==> config.mk <==
export PLATFORM = sky130hd
export DESIGN_NAME = true_random_health_gate
export DESIGN_NICKNAME = d
export VERILOG_FILES = /design/src/pkg/trng_pkg.sv /design/src/word_fifo.sv /design/src/health_monitor.sv /design/src/true_random_health_gate.sv
export SDC_FILE = /design/constraint.sdc
export NUM_CORES = 1
export LEC_CHECK = 0
export BUFFER_PORTS_ARGS = -buffer_cell sky130_fd_sc_hd__buf_2
export CORE_ASPECT_RATIO = 0.9
export CORE_MARGIN = 2
export CORE_UTILIZATION = 60
export DETAILED_ROUTE_END_ITERATION = 12
export GPL_TIMING_DRIVEN = 0
export PLACE_DENSITY_LB_ADDON = 0.05
export SLEW_MARGIN = 20
export SYNTH_ARGS = -nofsm -noshare
export SYNTH_HDL_FRONTEND = slang
export SYNTH_SLANG_ARGS = --single-unit
==> constraint.sdc <==
create_clock -name clk -period 6.44 [get_ports clk]
set_input_delay 0.966 -clock clk [delete_from_list [all_inputs] [get_ports clk]]
set_output_delay 0.966 -clock clk [all_outputs]
set_load 0.01 [all_outputs]
==> src/pkg/trng_pkg.sv <==
package trng_pkg;
    localparam int WORD_W = 16;
    localparam int FIFO_DEPTH = 8;
    // run of equal raw bits that counts as a failure
    localparam int RUN_LIMIT = 32;
    // cycles without a raw bit before the source counts as dead
    localparam int SRC_TIMEOUT = 1024;
    localparam int WIN_BITS = 256;
    localparam int ONES_LO = 100;
    localparam int ONES_HI = 156;
    // finished words held back before they may leave
    localparam int HOLD_WORDS = 2;
    localparam logic CAUSE_ONLINE = 1'b0;
    localparam logic CAUSE_TOTAL = 1'b1;

    typedef enum logic [2:0] {
        ST_IDLE,
        ST_START,
        ST_RUN,
        ST_RETEST,
        ST_FAIL
    } gate_state_e;
endpackage : trng_pkg

==> src/word_fifo.sv <==
`timescale 1ns/100ps
`default_nettype none
module word_fifo
    import trng_pkg::*;
#(
    parameter int W = WORD_W,
    parameter int DEPTH = FIFO_DEPTH
) (
    input wire logic clk,
    input wire logic rst,
    input wire logic flush,
    input wire logic in_valid,
    output logic in_ready,
    input wire logic [W-1:0] in_data,
    output logic out_valid,
    input wire logic out_ready,
    output logic [W-1:0] out_data
);
    localparam int AW = (DEPTH > 1) ? $clog2(DEPTH) : 1;
    localparam int CW = $clog2(DEPTH + 1);

    if (DEPTH < 2 || (DEPTH & (DEPTH - 1)) != 0) begin : g_bad_depth
        $error("word_fifo depth must be a power of two, at least 2");
    end

    logic [W-1:0] mem_q [DEPTH];
    logic [AW-1:0] wr_q;
    logic [AW-1:0] rd_q;
    logic [CW-1:0] cnt_q;

    wire push = in_valid && in_ready;
    wire pop = out_valid && out_ready;

    assign in_ready = (cnt_q != CW'(DEPTH));
    assign out_valid = (cnt_q != '0);
    assign out_data = mem_q[rd_q];

    always_ff @(posedge clk) begin
        if (push) begin
            mem_q[wr_q] <= in_data;
        end
    end

    always_ff @(posedge clk) begin
        if (rst || flush) begin
            wr_q <= '0;
            rd_q <= '0;
            cnt_q <= '0;
        end else begin
            wr_q <= push ? wr_q + 1'b1 : wr_q;
            rd_q <= pop ? rd_q + 1'b1 : rd_q;
            cnt_q <= cnt_q + CW'(push) - CW'(pop);
        end
    end
endmodule : word_fifo
`default_nettype wire

==> src/health_monitor.sv <==
`timescale 1ns/100ps
`default_nettype none
module health_monitor
    import trng_pkg::*;
#(
    parameter int RUN_MAX = RUN_LIMIT,
    parameter int STALL = SRC_TIMEOUT,
    parameter int WIN = WIN_BITS,
    parameter int LO = ONES_LO,
    parameter int HI = ONES_HI
) (
    input wire logic clk,
    input wire logic rst,
    input wire logic restart,
    input wire logic sense,
    input wire logic bit_vld,
    input wire logic bit_in,
    output logic tot_fail,
    output logic win_done,
    output logic win_pass
);
    localparam int RW = $clog2(RUN_MAX + 1);
    localparam int SW = $clog2(STALL + 1);
    localparam int WW = $clog2(WIN + 1);

    if (RUN_MAX < 2 || STALL < 2 || HI < LO || HI > WIN) begin : g_bad_limits
        $error("health_monitor limits out of range");
    end

    logic [RW-1:0] run_q;
    logic last_q;
    logic [SW-1:0] stall_q;
    logic [WW-1:0] win_q;
    logic [WW-1:0] ones_q;

    wire same = (run_q != '0) && (bit_in == last_q);
    // stuck source: too many equal bits, or no bits at all
    wire run_hit = bit_vld && same && (run_q == RW'(RUN_MAX - 1));
    wire stall_hit = sense && !bit_vld && (stall_q == SW'(STALL - 1));
    wire win_last = bit_vld && (win_q == WW'(WIN - 1));
    wire [WW-1:0] ones_next = ones_q + WW'(bit_in);

    assign tot_fail = !restart && (run_hit || stall_hit);
    assign win_done = !restart && win_last;
    assign win_pass = (ones_next >= WW'(LO)) && (ones_next <= WW'(HI));

    always_ff @(posedge clk) begin
        if (rst || restart) begin
            run_q <= '0;
            last_q <= 1'b0;
            stall_q <= '0;
            win_q <= '0;
            ones_q <= '0;
        end else begin
            if (bit_vld) begin
                last_q <= bit_in;
                run_q <= same ? (run_hit ? run_q : run_q + 1'b1) : RW'(1);
                win_q <= win_last ? '0 : win_q + 1'b1;
                ones_q <= win_last ? '0 : ones_next;
            end
            stall_q <= (bit_vld || !sense || stall_hit) ? '0 : stall_q + 1'b1;
        end
    end
endmodule : health_monitor
`default_nettype wire

==> src/true_random_health_gate.sv <==
`timescale 1ns/100ps
`default_nettype none
module true_random_health_gate
    import trng_pkg::*;
#(
    parameter int DEPTH = FIFO_DEPTH,
    parameter int HOLD = HOLD_WORDS,
    parameter int RUN_MAX = RUN_LIMIT,
    parameter int STALL = SRC_TIMEOUT,
    parameter int WIN = WIN_BITS,
    parameter int LO = ONES_LO,
    parameter int HI = ONES_HI
) (
    input wire logic clk,
    input wire logic rst,
    input wire logic enable,
    input wire logic raw_valid,
    input wire logic raw_bit,
    output logic raw_ready,
    input wire logic retest_req,
    input wire logic fail_clr,
    output logic [trng_pkg::WORD_W-1:0] rnd_word,
    output logic rnd_valid,
    input wire logic rnd_ready,
    output logic online_ok,
    output logic testing,
    output logic fail_flag,
    output logic fail_cause
);
    import trng_pkg::*;

    localparam int BW = $clog2(WORD_W);

    // held-back words must cover every bit a stuck run can reach
    if (HOLD < 2 || RUN_MAX > HOLD * WORD_W) begin : g_bad_hold
        $error("hold-back depth too short for the run limit");
    end

    gate_state_e state_q;
    gate_state_e state_d;
    logic restart_q;
    logic fail_q;
    logic cause_q;
    logic [WORD_W-1:0] sh_q;
    logic [BW-1:0] bcnt_q;
    logic [WORD_W-1:0] pend_q [HOLD];
    logic [HOLD-1:0] pend_v_q;

    logic tot_fail;
    logic win_done;
    logic win_pass;
    logic fifo_in_rdy;
    logic fifo_out_vld;

    wire in_run = (state_q == ST_RUN);
    wire in_test = (state_q == ST_START) || (state_q == ST_RETEST);
    wire online_fail = win_done && !win_pass;
    wire fail_evt = tot_fail || online_fail;
    wire run_ok = in_run && !fail_evt;
    wire word_end = (bcnt_q == BW'(WORD_W - 1));
    wire fifo_stall = in_run && word_end && pend_v_q[HOLD-1] && !fifo_in_rdy;
    wire take = raw_valid && raw_ready;
    wire word_done = take && run_ok && word_end;
    wire [WORD_W-1:0] word_new = {sh_q[WORD_W-2:0], raw_bit};
    wire fifo_in_vld = word_done && pend_v_q[HOLD-1];
    wire health_restart = (state_q == ST_IDLE) || (state_q == ST_FAIL) || restart_q;
    wire flush = fail_evt || (state_q == ST_IDLE);

    // back-pressure from a full queue stops the raw stream
    assign raw_ready = !fifo_stall;
    assign rnd_valid = fifo_out_vld && run_ok;
    assign online_ok = in_run;
    assign testing = in_test;
    assign fail_flag = fail_q;
    assign fail_cause = cause_q;

    health_monitor #(
        .RUN_MAX(RUN_MAX),
        .STALL(STALL),
        .WIN(WIN),
        .LO(LO),
        .HI(HI)
    ) u_health (
        .clk(clk),
        .rst(rst),
        .restart(health_restart),
        .sense(raw_ready),
        .bit_vld(take),
        .bit_in(raw_bit),
        .tot_fail(tot_fail),
        .win_done(win_done),
        .win_pass(win_pass)
    );

    word_fifo #(
        .W(WORD_W),
        .DEPTH(DEPTH)
    ) u_fifo (
        .clk(clk),
        .rst(rst),
        .flush(flush),
        .in_valid(fifo_in_vld),
        .in_ready(fifo_in_rdy),
        .in_data(pend_q[HOLD-1]),
        .out_valid(fifo_out_vld),
        .out_ready(rnd_ready && rnd_valid),
        .out_data(rnd_word)
    );

    always_comb begin
        state_d = state_q;
        unique case (state_q)
            ST_IDLE: begin
                // a recorded failure needs fail_clr before a restart
                if (enable && !fail_q) begin
                    state_d = ST_START;
                end
            end
            ST_START, ST_RETEST: begin
                if (!enable) begin
                    state_d = ST_IDLE;
                end else if (fail_evt) begin
                    state_d = ST_FAIL;
                end else if (win_done) begin
                    state_d = ST_RUN;
                end
            end
            ST_RUN: begin
                if (!enable) begin
                    state_d = ST_IDLE;
                end else if (fail_evt) begin
                    state_d = ST_FAIL;
                end else if (retest_req) begin
                    state_d = ST_RETEST;
                end
            end
            ST_FAIL: begin
                if (!enable) begin
                    state_d = ST_IDLE;
                end else if (fail_clr) begin
                    state_d = ST_START;
                end
            end
        endcase
    end

    always_ff @(posedge clk) begin
        if (rst) begin
            state_q <= ST_IDLE;
            restart_q <= 1'b0;
        end else begin
            state_q <= state_d;
            restart_q <= (state_d == ST_RETEST) && (state_q != ST_RETEST);
        end
    end

    // sticky flag: a new failure beats a clear in the same cycle
    always_ff @(posedge clk) begin
        if (rst) begin
            fail_q <= 1'b0;
            cause_q <= CAUSE_ONLINE;
        end else begin
            fail_q <= fail_evt || (fail_q && !fail_clr);
            if (fail_evt) begin
                cause_q <= tot_fail ? CAUSE_TOTAL : CAUSE_ONLINE;
            end
        end
    end

    // bit packing and hold-back of finished words
    always_ff @(posedge clk) begin
        if (rst || !run_ok) begin
            bcnt_q <= '0;
            pend_v_q <= '0;
        end else if (take) begin
            sh_q <= word_new;
            bcnt_q <= bcnt_q + 1'b1;
            if (word_end) begin
                pend_q[0] <= word_new;
                pend_v_q <= {pend_v_q[HOLD-2:0], 1'b1};
                for (int i = 1; i < HOLD; i++) begin
                    pend_q[i] <= pend_q[i-1];
                end
            end
        end
    end
endmodule : true_random_health_gate
`default_nettype wire

==> results of run 1 <==
[path summary, 6_finish.rpt]
kind                                     end  slack [ns]
setup / recovery                   rnd_valid        1.79
hold / removal       pend_q[0][26]$_DFFE_PP_        0.41
setup reg to reg  u_fifo.cnt_q[2]$_SDFF_PP0_        2.49
hold reg to reg      pend_q[0][26]$_DFFE_PP_        0.41
[critical path, cell delays in order]
cell and delay [ns]:
buf_2 0.21, ha_1 0.26, ha_1 0.30, nand2_2 0.12
a2111oi_0 0.48, or4_4 0.23, o311ai_4 0.12, o211ai_4 0.28
clkbuf_1 0.48, a21oi_1 0.07, buf_2 0.17
[registers in the layout, indices dropped and copies added (netlist names), 3 cells and up, named ones only]
signal / flops
u_health.run_q: 6
u_fifo.rd_q: 3
u_health.win_q: 9
u_health.stall_q: 11
u_health.ones_q: 9
state_q: 3
u_fifo.wr_q: 3
sh_q: 15
u_fifo.mem_q: 128
pend_q: 32
bcnt_q: 4
u_fifo.cnt_q: 4
[cell type report]
class | count | share of cell area, %
repair buffers | 55 | 2.87
well taps | 202 | 2.35
inverters | 24 | 0.836
flip-flops and latches | 236 | 60.1
clock inverters | 3 | 0.383
multi-input cells | 322 | 25.8
plain buffers | 21 | 0.813
clock buffers | 38 | 6.83
[layer usage]
layer,GRT usage [%],vias to the layer above
met5,0,-
met1,31.9,2633
li1,-,2475
met4,6.25,0
met3,3.06,33
met2,36.2,165
[through the flow]
stage | hold slack, ns | std cells | setup slack (ns)
2_1_floorplan | 0.400 | 603 | 1.05
3_5_place_dp | 0.405 | 860 | 1.65
5_1_grt | 0.422 | 901 | 1.51
4_1_cts | 0.413 | 901 | 1.82
3_3_place_gp | 0.401 | 834 | -0.623
6_report | 0.410 | 901 | 1.79
[cells in the mapped netlist (3+ instances only)]
| cell type | number |
|---|---|
| xor2_1 | 14 |
| nor4b_1 | 7 |
| dfxtp_1 | 61 |
| a22o_1 | 3 |
| mux4_2 | 32 |
| buf_1 | 6 |
| clkbuf_1 | 10 |
| nand2_1 | 21 |
| edfxtp_1 | 175 |
| buf_2 | 5 |
| nand4_1 | 5 |
| ha_1 | 15 |
| mux2_2 | 16 |
| nor2_1 | 46 |
| inv_1 | 24 |
| nor4_1 | 4 |
| o31ai_1 | 3 |
| nand3_1 | 19 |
| and2_1 | 3 |
| o21ai_0 | 21 |
| nor2b_1 | 3 |
| a21oi_1 | 19 |
| and3_1 | 6 |
| a211oi_1 | 5 |
| xnor2_1 | 14 |
| nor3_1 | 16 |
| or3_1 | 5 |
[kinds of logic after synthesis]
| family | count (synthesis) | share of synthesized area [%] |
|---|---|---|
| simple gates | 153 | 8.76 |
| fa+ha+maj | 16 | 2.22 |
| xor+xnor | 28 | 2.62 |
| buf+inv | 45 | 1.87 |
| flops | 236 | 69.1 |
| mux | 50 | 9.83 |
| compound gates | 75 | 5.62 |
[layout by cell type (no fill, tap or decap), types with 3 or more instances in the layout]
master / n
nor4b_2: 4
xor2_1: 14
mux2_2: 16
buf_6: 3
nand2_1: 21
and2_1: 3
buf_4: 6
and3_1: 6
a22o_1: 3
nor3_2: 5
ha_1: 15
clkbuf_8: 8
inv_1: 24
edfxtp_1: 175
xnor2_1: 14
nor3_1: 12
buf_1: 4
o31ai_1: 3
nor2b_1: 3
dfxtp_1: 61
clkbuf_2: 4
or3_1: 5
nor2_1: 46
o21ai_0: 21
nand4_1: 5
buf_2: 51
clkbuf_16: 24
mux4_2: 32
nor4b_1: 3
a211oi_1: 5
nand3_1: 19
a21oi_1: 19
clkbuf_1: 14
[power breakdown]
part	switching, mW	internal [mW]	leakage (nW)	total (mW)
sequential	0.00105	1.61	2.06	1.61
combinational	0.0213	0.00888	1.07	0.0302
clock	0.526	0.816	0.382	1.34
==> impl_metrics.toml, run 1 <==
[outcome]
status = "finished clean"

[cells_and_area]
final_area_um2 = 10800
antenna_cells = 0
nets = 707
seq_area_um2 = 6480
multi_input_area_um2 = 2780
post-route-util_pct = 70.2
fillers = 1041
syn_to_final_growth_pct = 14.9
drive_gt1_share_pct = 24.7

[setup_path]
required_ns = 5.47
crit_arrival_ns = 3.69
reg2reg_from = "u_health.ones_q[0]$_SDFFE_PP0N_"
end_kind = "output pin"
path_class = "input port to output pin"
crit_path_start_kind = "input port"
worstRegToRegCells = 15
critPathLaunch = "raw_bit"
path_max_fanout = 10

[place]
gp_congestion = 0.791
port_buffers = 29
dpl_cell_area_um2 = 9990
dpl.hpwl_mm = 11.9

[clock_tree]
clock-sinks = 236
cts-root-buf = "clkbuf_16"
cts_tree = "yes"
cts_buffers = 23
cts_htree_levels = 1
path_clk_slew_ns = 0.06
cts_setup_buffers = 0
clock_latency_ns = 0.50
clockBufferDepth = 3
post_cts_resize_count = 0
cts_hold_buf = 0

[hold_path]
holdPathStages = 0
hold_start = "pend_q[0][10]$_DFFE_PP_"
hp-class = "flip-flop to flip-flop"

[global_routing]
grt_max_degree = 15
antenna_found_initial = 0
grt_pass1_vias = 5091
grt_pass1_wl_mm = 27.8
grt_overflow = 0
track_usage_pct = 22.2

[sta]
post-route-min-period_ns = 4.65
fin_crit_sh_pct = 72.2
rsz0062_at_grt = "no"
worst_pin_slew_ns = 0.994
slew_headroom_pct = 33.7
maxSlewViolCount = 0
fin_worst_skew_ns = 0.0130
setup_viol = 0
fin_setup_tns_ns = 0
hold_viol = 0
max_freq_mhz = 215

[yosys]
syn_area_um2 = 9370
synth.yosys.seq_area_share_pct = 69.1
synth_nets = 627
synth_top_area_share_pct = 56.1
yosys_warnings = 0
syn_inst = 603
synth_edf_count = 175
synthArstFlopShare_pct = 0
synth_area_leaders = "edfxtp_1 (56%), dfxtp_1 (13%), mux4_2 (7.7%)"
ys_ff_latch = 236
synth_area_leader_cell = "edfxtp_1"
ys.flop_type = "edfxtp_1"
synthDistinctLibCells = 64
avgSynthCellArea_um2 = 15.5

[floorplanning]
die_x_um = 136
io-pin-count = 30
rows = 43
die-height_um = 123
die_area_um2 = 16600
initial_utilization_pct = 61.1
core_um2 = 15300

[power]
p_leak_nw = 3.52
vdd_drop_max_mv = 0.251
total_power_mw = 2.99
powerDensity_nw_per_um2 = 277

[routing]
drt_wl_total_mm = 17.6
route.detailed.drc = 0
wl_met2_mm = 8.54
wl_met1_mm = 7.80
met3WireLength_um = 897
maxUsedRoutingLayer = "met4"
num_vias = 5306
routed_via_density = 5.89
drtIter0Drc = 541
ant_nets = 0
post_drt_wl_per_cell_um = 19.6
drtPass1Iterations = 5

[run]
cap_viol_max_count = 0
Note: power is estimated with default switching activity, not from simulation.
==> inputs of run 2 (changes only) <==
--- a/config.mk
+++ b/config.mk
@@ -8,7 +8,7 @@
 export BUFFER_PORTS_ARGS = -buffer_cell sky130_fd_sc_hd__buf_2
 export CORE_ASPECT_RATIO = 0.9
 export CORE_MARGIN = 2
-export CORE_UTILIZATION = 60
+export CORE_UTILIZATION = 55
 export DETAILED_ROUTE_END_ITERATION = 12
 export GPL_TIMING_DRIVEN = 0
 export PLACE_DENSITY_LB_ADDON = 0.05
==> constraint.sdc (replaced) <==
create_clock -name clk -period 4.19 [get_ports clk]
set_input_delay 0.6285 -clock clk [delete_from_list [all_inputs] [get_ports clk]]
set_output_delay 0.6285 -clock clk [all_outputs]
set_load 0.01 [all_outputs]
==> run 2 against run 1 <==
  * Critical path depth is 1 higher
  * Worst setup slack lost 1.4 ns
  * Sequential power is 54% higher
  * Design area fell by 0.60%
  * Non-clock buffer count down 2
  * Die area increased by 8.8%
  * Clock power grew 41%
==> impl_metrics.toml, run 2 (synthesis gave the netlist of run 1 again) <==
[outcome]
status = "finished clean"

[floorplanning]
rows = 45
io-pin-count = 30
core_um2 = 16800
initial_utilization_pct = 55.9
die-height_um = 128
die_area_um2 = 18100
die_x_um = 142

[hold_path]
hp-class = "input port to flip-flop"
hold_start = "rst"

[sta]
fin_setup_tns_ns = 0
fin_worst_skew_ns = 0.00688
fin_crit_sh_pct = 91.0
hold_viol = 0
post-route-min-period_ns = 3.81
slew_headroom_pct = 32.8
max_freq_mhz = 262
worst_pin_slew_ns = 1.01
maxSlewViolCount = 0
rsz0062_at_grt = "no"
setup_viol = 0

[cells_and_area]
nets = 705
fillers = 1196
post-route-util_pct = 63.8
reg.largest.list = "u_fifo.mem_q (128), pend_q (32), sh_q (15)"
regMostFlops = "u_fifo.mem_q"
mostFrequentLayoutCells = "edfxtp_1 (175), dfxtp_1 (61), buf_2 (47)"
largest_reg_flops = 128
antenna_cells = 0
layout_commonest_cell = "edfxtp_1"
drive_gt1_share_pct = 23.6
syn_to_final_growth_pct = 14.2

[power]
powerDensity_nw_per_um2 = 413
p_leak_nw = 3.47
total_power_mw = 4.42
vdd_drop_max_mv = 0.312

[routing]
route.detailed.drc = 0
post_drt_wl_per_cell_um = 19.2
drt_wl_total_mm = 17.4
ant_nets = 0
drtPass1Iterations = 4
routed_via_density = 5.75
drtIter0Drc = 439
num_vias = 5212

[global_routing]
track_usage_pct = 20.5
grt_overflow = 0
grt_pass1_vias = 5207
grt_pass1_wl_mm = 28.3
antenna_found_initial = 0
grt_max_degree = 17

[clock_tree]
cts_buffers = 23
clock-sinks = 236
clock_latency_ns = 0.49
cts_hold_buf = 0
post_cts_resize_count = 0
path_clk_slew_ns = 0.06
cts-root-buf = "clkbuf_16"
cts_tree = "yes"
clockBufferDepth = 3
cts_htree_levels = 1

[setup_path]
worstRegToRegCells = 11
reg2reg_from = "u_health.ones_q[0]$_SDFFE_PP0N_"
required_ns = 4.38
timing.rr.end = "u_fifo.mem_q[5][12]$_DFFE_PP_"
critPathLaunch = "raw_bit"
crit_path_start_kind = "input port"
reg2reg_slack_ns = 0.38
end_kind = "flip-flop"
path_class = "input port to flip-flop"
crit_arrival_ns = 4.00
path_max_fanout = 10
timing.critical_path.to = "u_fifo.mem_q[5][12]$_DFFE_PP_"

[place]
gp_congestion = 0.827
port_buffers = 29
dpl.hpwl_mm = 12.3

[run]
cap_viol_max_count = 0
## run 2: changes by cell type in the layout (fill, tap and decap cells not counted), moves of 2 or more
cell and delta:
buf_1 +2, buf_6 -2, clkinv_1 +3, buf_2 -4, clkinv_2 +2, clkbuf_8 -6, clkinvlp_2 +2, clkbuf_2 -4
buf_4 +3, buf_8 +2
## run 2: worst min-delay path by stage
stage                                          to  slack [ns]  cells past startpoint
final                      bcnt_q[0]$_SDFFE_PP0N_        0.39                      2
after global routing       bcnt_q[0]$_SDFFE_PP0N_        0.39                      2
after detailed placement  pend_q[0][15]$_DFFE_PP_        0.40                      0
after floorplan           pend_q[0][15]$_DFFE_PP_        0.40                      0
after CTS                  bcnt_q[0]$_SDFFE_PP0N_        0.37                      2
after global placement    pend_q[0][26]$_DFFE_PP_        0.40                      0
## run 2: final cells by class
cell class	instances	area [µm²]	share of cell area, %
flip-flops and latches	236	6480	60.5
clock buffers	31	626	5.84
plain buffers	20	81.3	0.760
clock inverters	9	65.1	0.608
well taps	211	264	2.47
inverters	24	90.1	0.841
multi-input cells	322	2790	26.0
repair buffers	54	319	2.98
## run 2: critical path: stages
cell      delay, ns
buf_2          0.17
ha_1           0.25
ha_1           0.30
nand2_2        0.12
nor2_2         0.27
nor4b_1        0.29
o32a_1         0.39
o211ai_1       0.18
buf_2          0.27
nor4b_2        0.62
buf_4          0.27
buf_2          0.21
## run 2: where the power goes
group	switching [mW]	internal [mW]
clock network	0.794	1.10
registers	0.00157	2.48
logic	0.0323	0.0137
total	0.827	3.59
## run 2: per-stage QoR
stage          instance area (µm²)  hold slack (ns)  instances  setup WS [ns]
3_3_place_gp                  9790            0.403        843          -2.65
5_1_grt                      10700            0.389        907        0.00769
2_1_floorplan                 9380            0.400        603         -0.430
6_report                     10700            0.394        907          0.376
3_5_place_dp                 10000            0.405        868         -0.280
4_1_cts                      10700            0.373        908          0.214
## run 2: routing by layer
metal  vias to the layer above  wire (µm)  GRT usage, %
met5                         -          0             0
met4                         0        257          4.71
met3                        20        565          2.91
met2                        88       8220          33.1
met1                      2624       8370          30.2
li1                       2480          -             -
## run 2: timing repair
item                                   CTS  global route
endpoints found under the hold margin    0             0
setup endpoints to repair                0             4
buffers inserted                         0             0
==> inputs of run 3 (changes only) <==
--- a/config.mk
+++ b/config.mk
@@ -6,7 +6,6 @@
 export NUM_CORES = 1
 export LEC_CHECK = 0
 export BUFFER_PORTS_ARGS = -buffer_cell sky130_fd_sc_hd__buf_2
-export CORE_ASPECT_RATIO = 0.9
 export CORE_MARGIN = 2
 export CORE_UTILIZATION = 55
 export DETAILED_ROUTE_END_ITERATION = 12
==> run 3 against run 2 <==
  * Power increased by 4.0%
  * Via count increased by 0.88%
  * Non-clock buffer count unchanged
  * Sequential cell count unchanged
  * Largest cell class unchanged
  * Largest power group unchanged
  * Register-to-register slack about the same
  * Final cell count increased by 1.4%
  * Wire length increased by 1.6%
  * Clock skew increased by 0.013 ns
  * Die area about the same
==> impl_metrics.toml, run 3 (synthesis gave the netlist of run 1 again) <==
[cells_and_area]
layout_commonest_cell = "edfxtp_1"
post-route-util_pct = 65.0
seq_area_um2 = 6480
nets = 706
final_cells = 920
multi_input_area_um2 = 2790
syn_to_final_growth_pct = 15.4
reg.largest.list = "u_fifo.mem_q (128), pend_q (32), sh_q (15)"
mostFrequentLayoutCells = "edfxtp_1 (175), dfxtp_1 (61), buf_2 (52)"
largest_reg_flops = 128
drive_gt1_share_pct = 25.3
antenna_cells = 0
fillers = 1189
regMostFlops = "u_fifo.mem_q"

[sta]
fin_worst_skew_ns = 0.0203
max_freq_mhz = 261
whs_ns = 0.386
hold_viol = 0
layout_setup_ws_ns = 0.366
setup_viol = 0
fin_crit_sh_pct = 91.3
post-route-min-period_ns = 3.82
rsz0062_at_grt = "no"
worst_pin_slew_ns = 0.944
slew_headroom_pct = 37.1
maxSlewViolCount = 0

[power]
powerDensity_nw_per_um2 = 425
vdd_drop_max_mv = 0.336
p_leak_nw = 3.52

[setup_path]
crit_arrival_ns = 4.04
reg2reg_from = "u_health.ones_q[0]$_SDFFE_PP0N_"
required_ns = 4.40
timing.rr.end = "u_fifo.mem_q[7][7]$_DFFE_PP_"
reg2reg_slack_ns = 0.37
crit_path_start_kind = "input port"
end_kind = "flip-flop"
path_max_fanout = 10
worstRegToRegCells = 11
path_class = "input port to flip-flop"

[routing]
drtPass1Iterations = 5
route.detailed.drc = 0
post_drt_wl_per_cell_um = 19.2
routed_via_density = 5.72
drtIter0Drc = 303
num_vias = 5258
drt_wl_total_mm = 17.7
ant_nets = 0

[place]
gp_congestion = 0.839
dpl.hpwl_mm = 12.1
post-place-ws_ns = -0.315
dp_cells = 877
port_buffers = 29

[global_routing]
grt_max_degree = 18
grt_pass1_wl_mm = 29.0
grt_pass1_vias = 5365
track_usage_pct = 20.7
grt_overflow = 0
antenna_found_initial = 0

[clock_tree]
clockBufferDepth = 3
path_clk_slew_ns = 0.06
cts_hold_buf = 0
cts-root-buf = "clkbuf_16"
clock_latency_ns = 0.52
clock-sinks = 236
cts_setup_buffers = 0
cts_buffers = 24
cts_tree = "yes"
cts_htree_levels = 1

[hold_path]
hold_start = "rst"
min_to = "pend_v_q[1]$_SDFFE_PP0P_"
holdPathStages = 2
hp-class = "input port to flip-flop"

[floorplanning]
rows = 47
die_area_um2 = 18100
core_um2 = 16600
initial_utilization_pct = 56.3
io-pin-count = 30
die_x_um = 135
die-height_um = 135

[outcome]
status = "finished clean"

[run]
cap_viol_max_count = 0
==> run 3: area by class of cell <==
| type | count | area share (%) |
|---|---|---|
| flip-flops and latches | 236 | 59.9 |
| well taps | 220 | 2.55 |
| clock buffers | 28 | 5.88 |
| inverters | 24 | 0.833 |
| plain buffers | 20 | 0.764 |
| multi-input cells | 322 | 25.8 |
| clock inverters | 16 | 1.38 |
| repair buffers | 54 | 2.87 |
==> run 3: per-layer routing <==
metal / track usage [%] / vias up / share of wire (%)
li1: - / 2489 / -
met1: 27.9 / 2663 / 43
met2: 36.2 / 82 / 51
met3: 3.08 / 24 / 3.4
met4: 4.44 / 0 / 1.8
met5: 0 / - / 0
==> run 3: through the flow <==
stage | TNS, ns | power [mW] | instance area [µm²]
final | 0 | 4.60 | 10800
after global routing | 0 | 4.74 | 10800
after CTS | 0 | 4.64 | 10800
after detailed placement | -3.66 | 2.58 | 10000
after global placement | -325.28 | 2.57 | 9800
after floorplan | -33.09 | 2.56 | 9380
==> run 3: worst max-delay path: stages <==
cell      delay [ns]
buf_2           0.18
ha_1            0.25
ha_1            0.30
nand2_2         0.12
nor2_2          0.29
nor4b_1         0.28
o32a_1          0.42
o211ai_1        0.19
buf_2           0.29
nor3_2          0.69
buf_6           0.23
buf_6           0.16
==> run 3: power by group <==
group          internal (mW)  switching (mW)  leakage [nW]
clock                   1.21           0.856         0.383
sequential              2.48         0.00158          2.06
combinational         0.0136          0.0327          1.08
total                   3.71           0.891          3.52
==> run 3: worst max-delay path by stage <==
stage                                     from                            end  slack, ns  cells past startpoint
6_report                               raw_bit   u_fifo.mem_q[7][7]$_DFFE_PP_       0.37                     12
5_1_grt        u_health.ones_q[0]$_SDFFE_PP0N_   u_fifo.mem_q[7][7]$_DFFE_PP_       0.01                     11
4_1_cts        u_health.ones_q[0]$_SDFFE_PP0N_     u_fifo.cnt_q[2]$_SDFF_PP0_       0.17                     15
3_5_place_dp                           raw_bit     u_fifo.cnt_q[2]$_SDFF_PP0_      -0.32                     16
3_3_place_gp                           raw_bit  u_fifo.mem_q[5][10]$_DFFE_PP_      -2.92                     10
2_1_floorplan                          raw_bit   u_fifo.mem_q[2][0]$_DFFE_PP_      -0.43                      9
==> run 3: what timing repair did <==
item / CTS / global route
setup endpoints to repair: 0 / 9
hold endpoints to repair: 0 / 0
resized for setup: 0 / 1
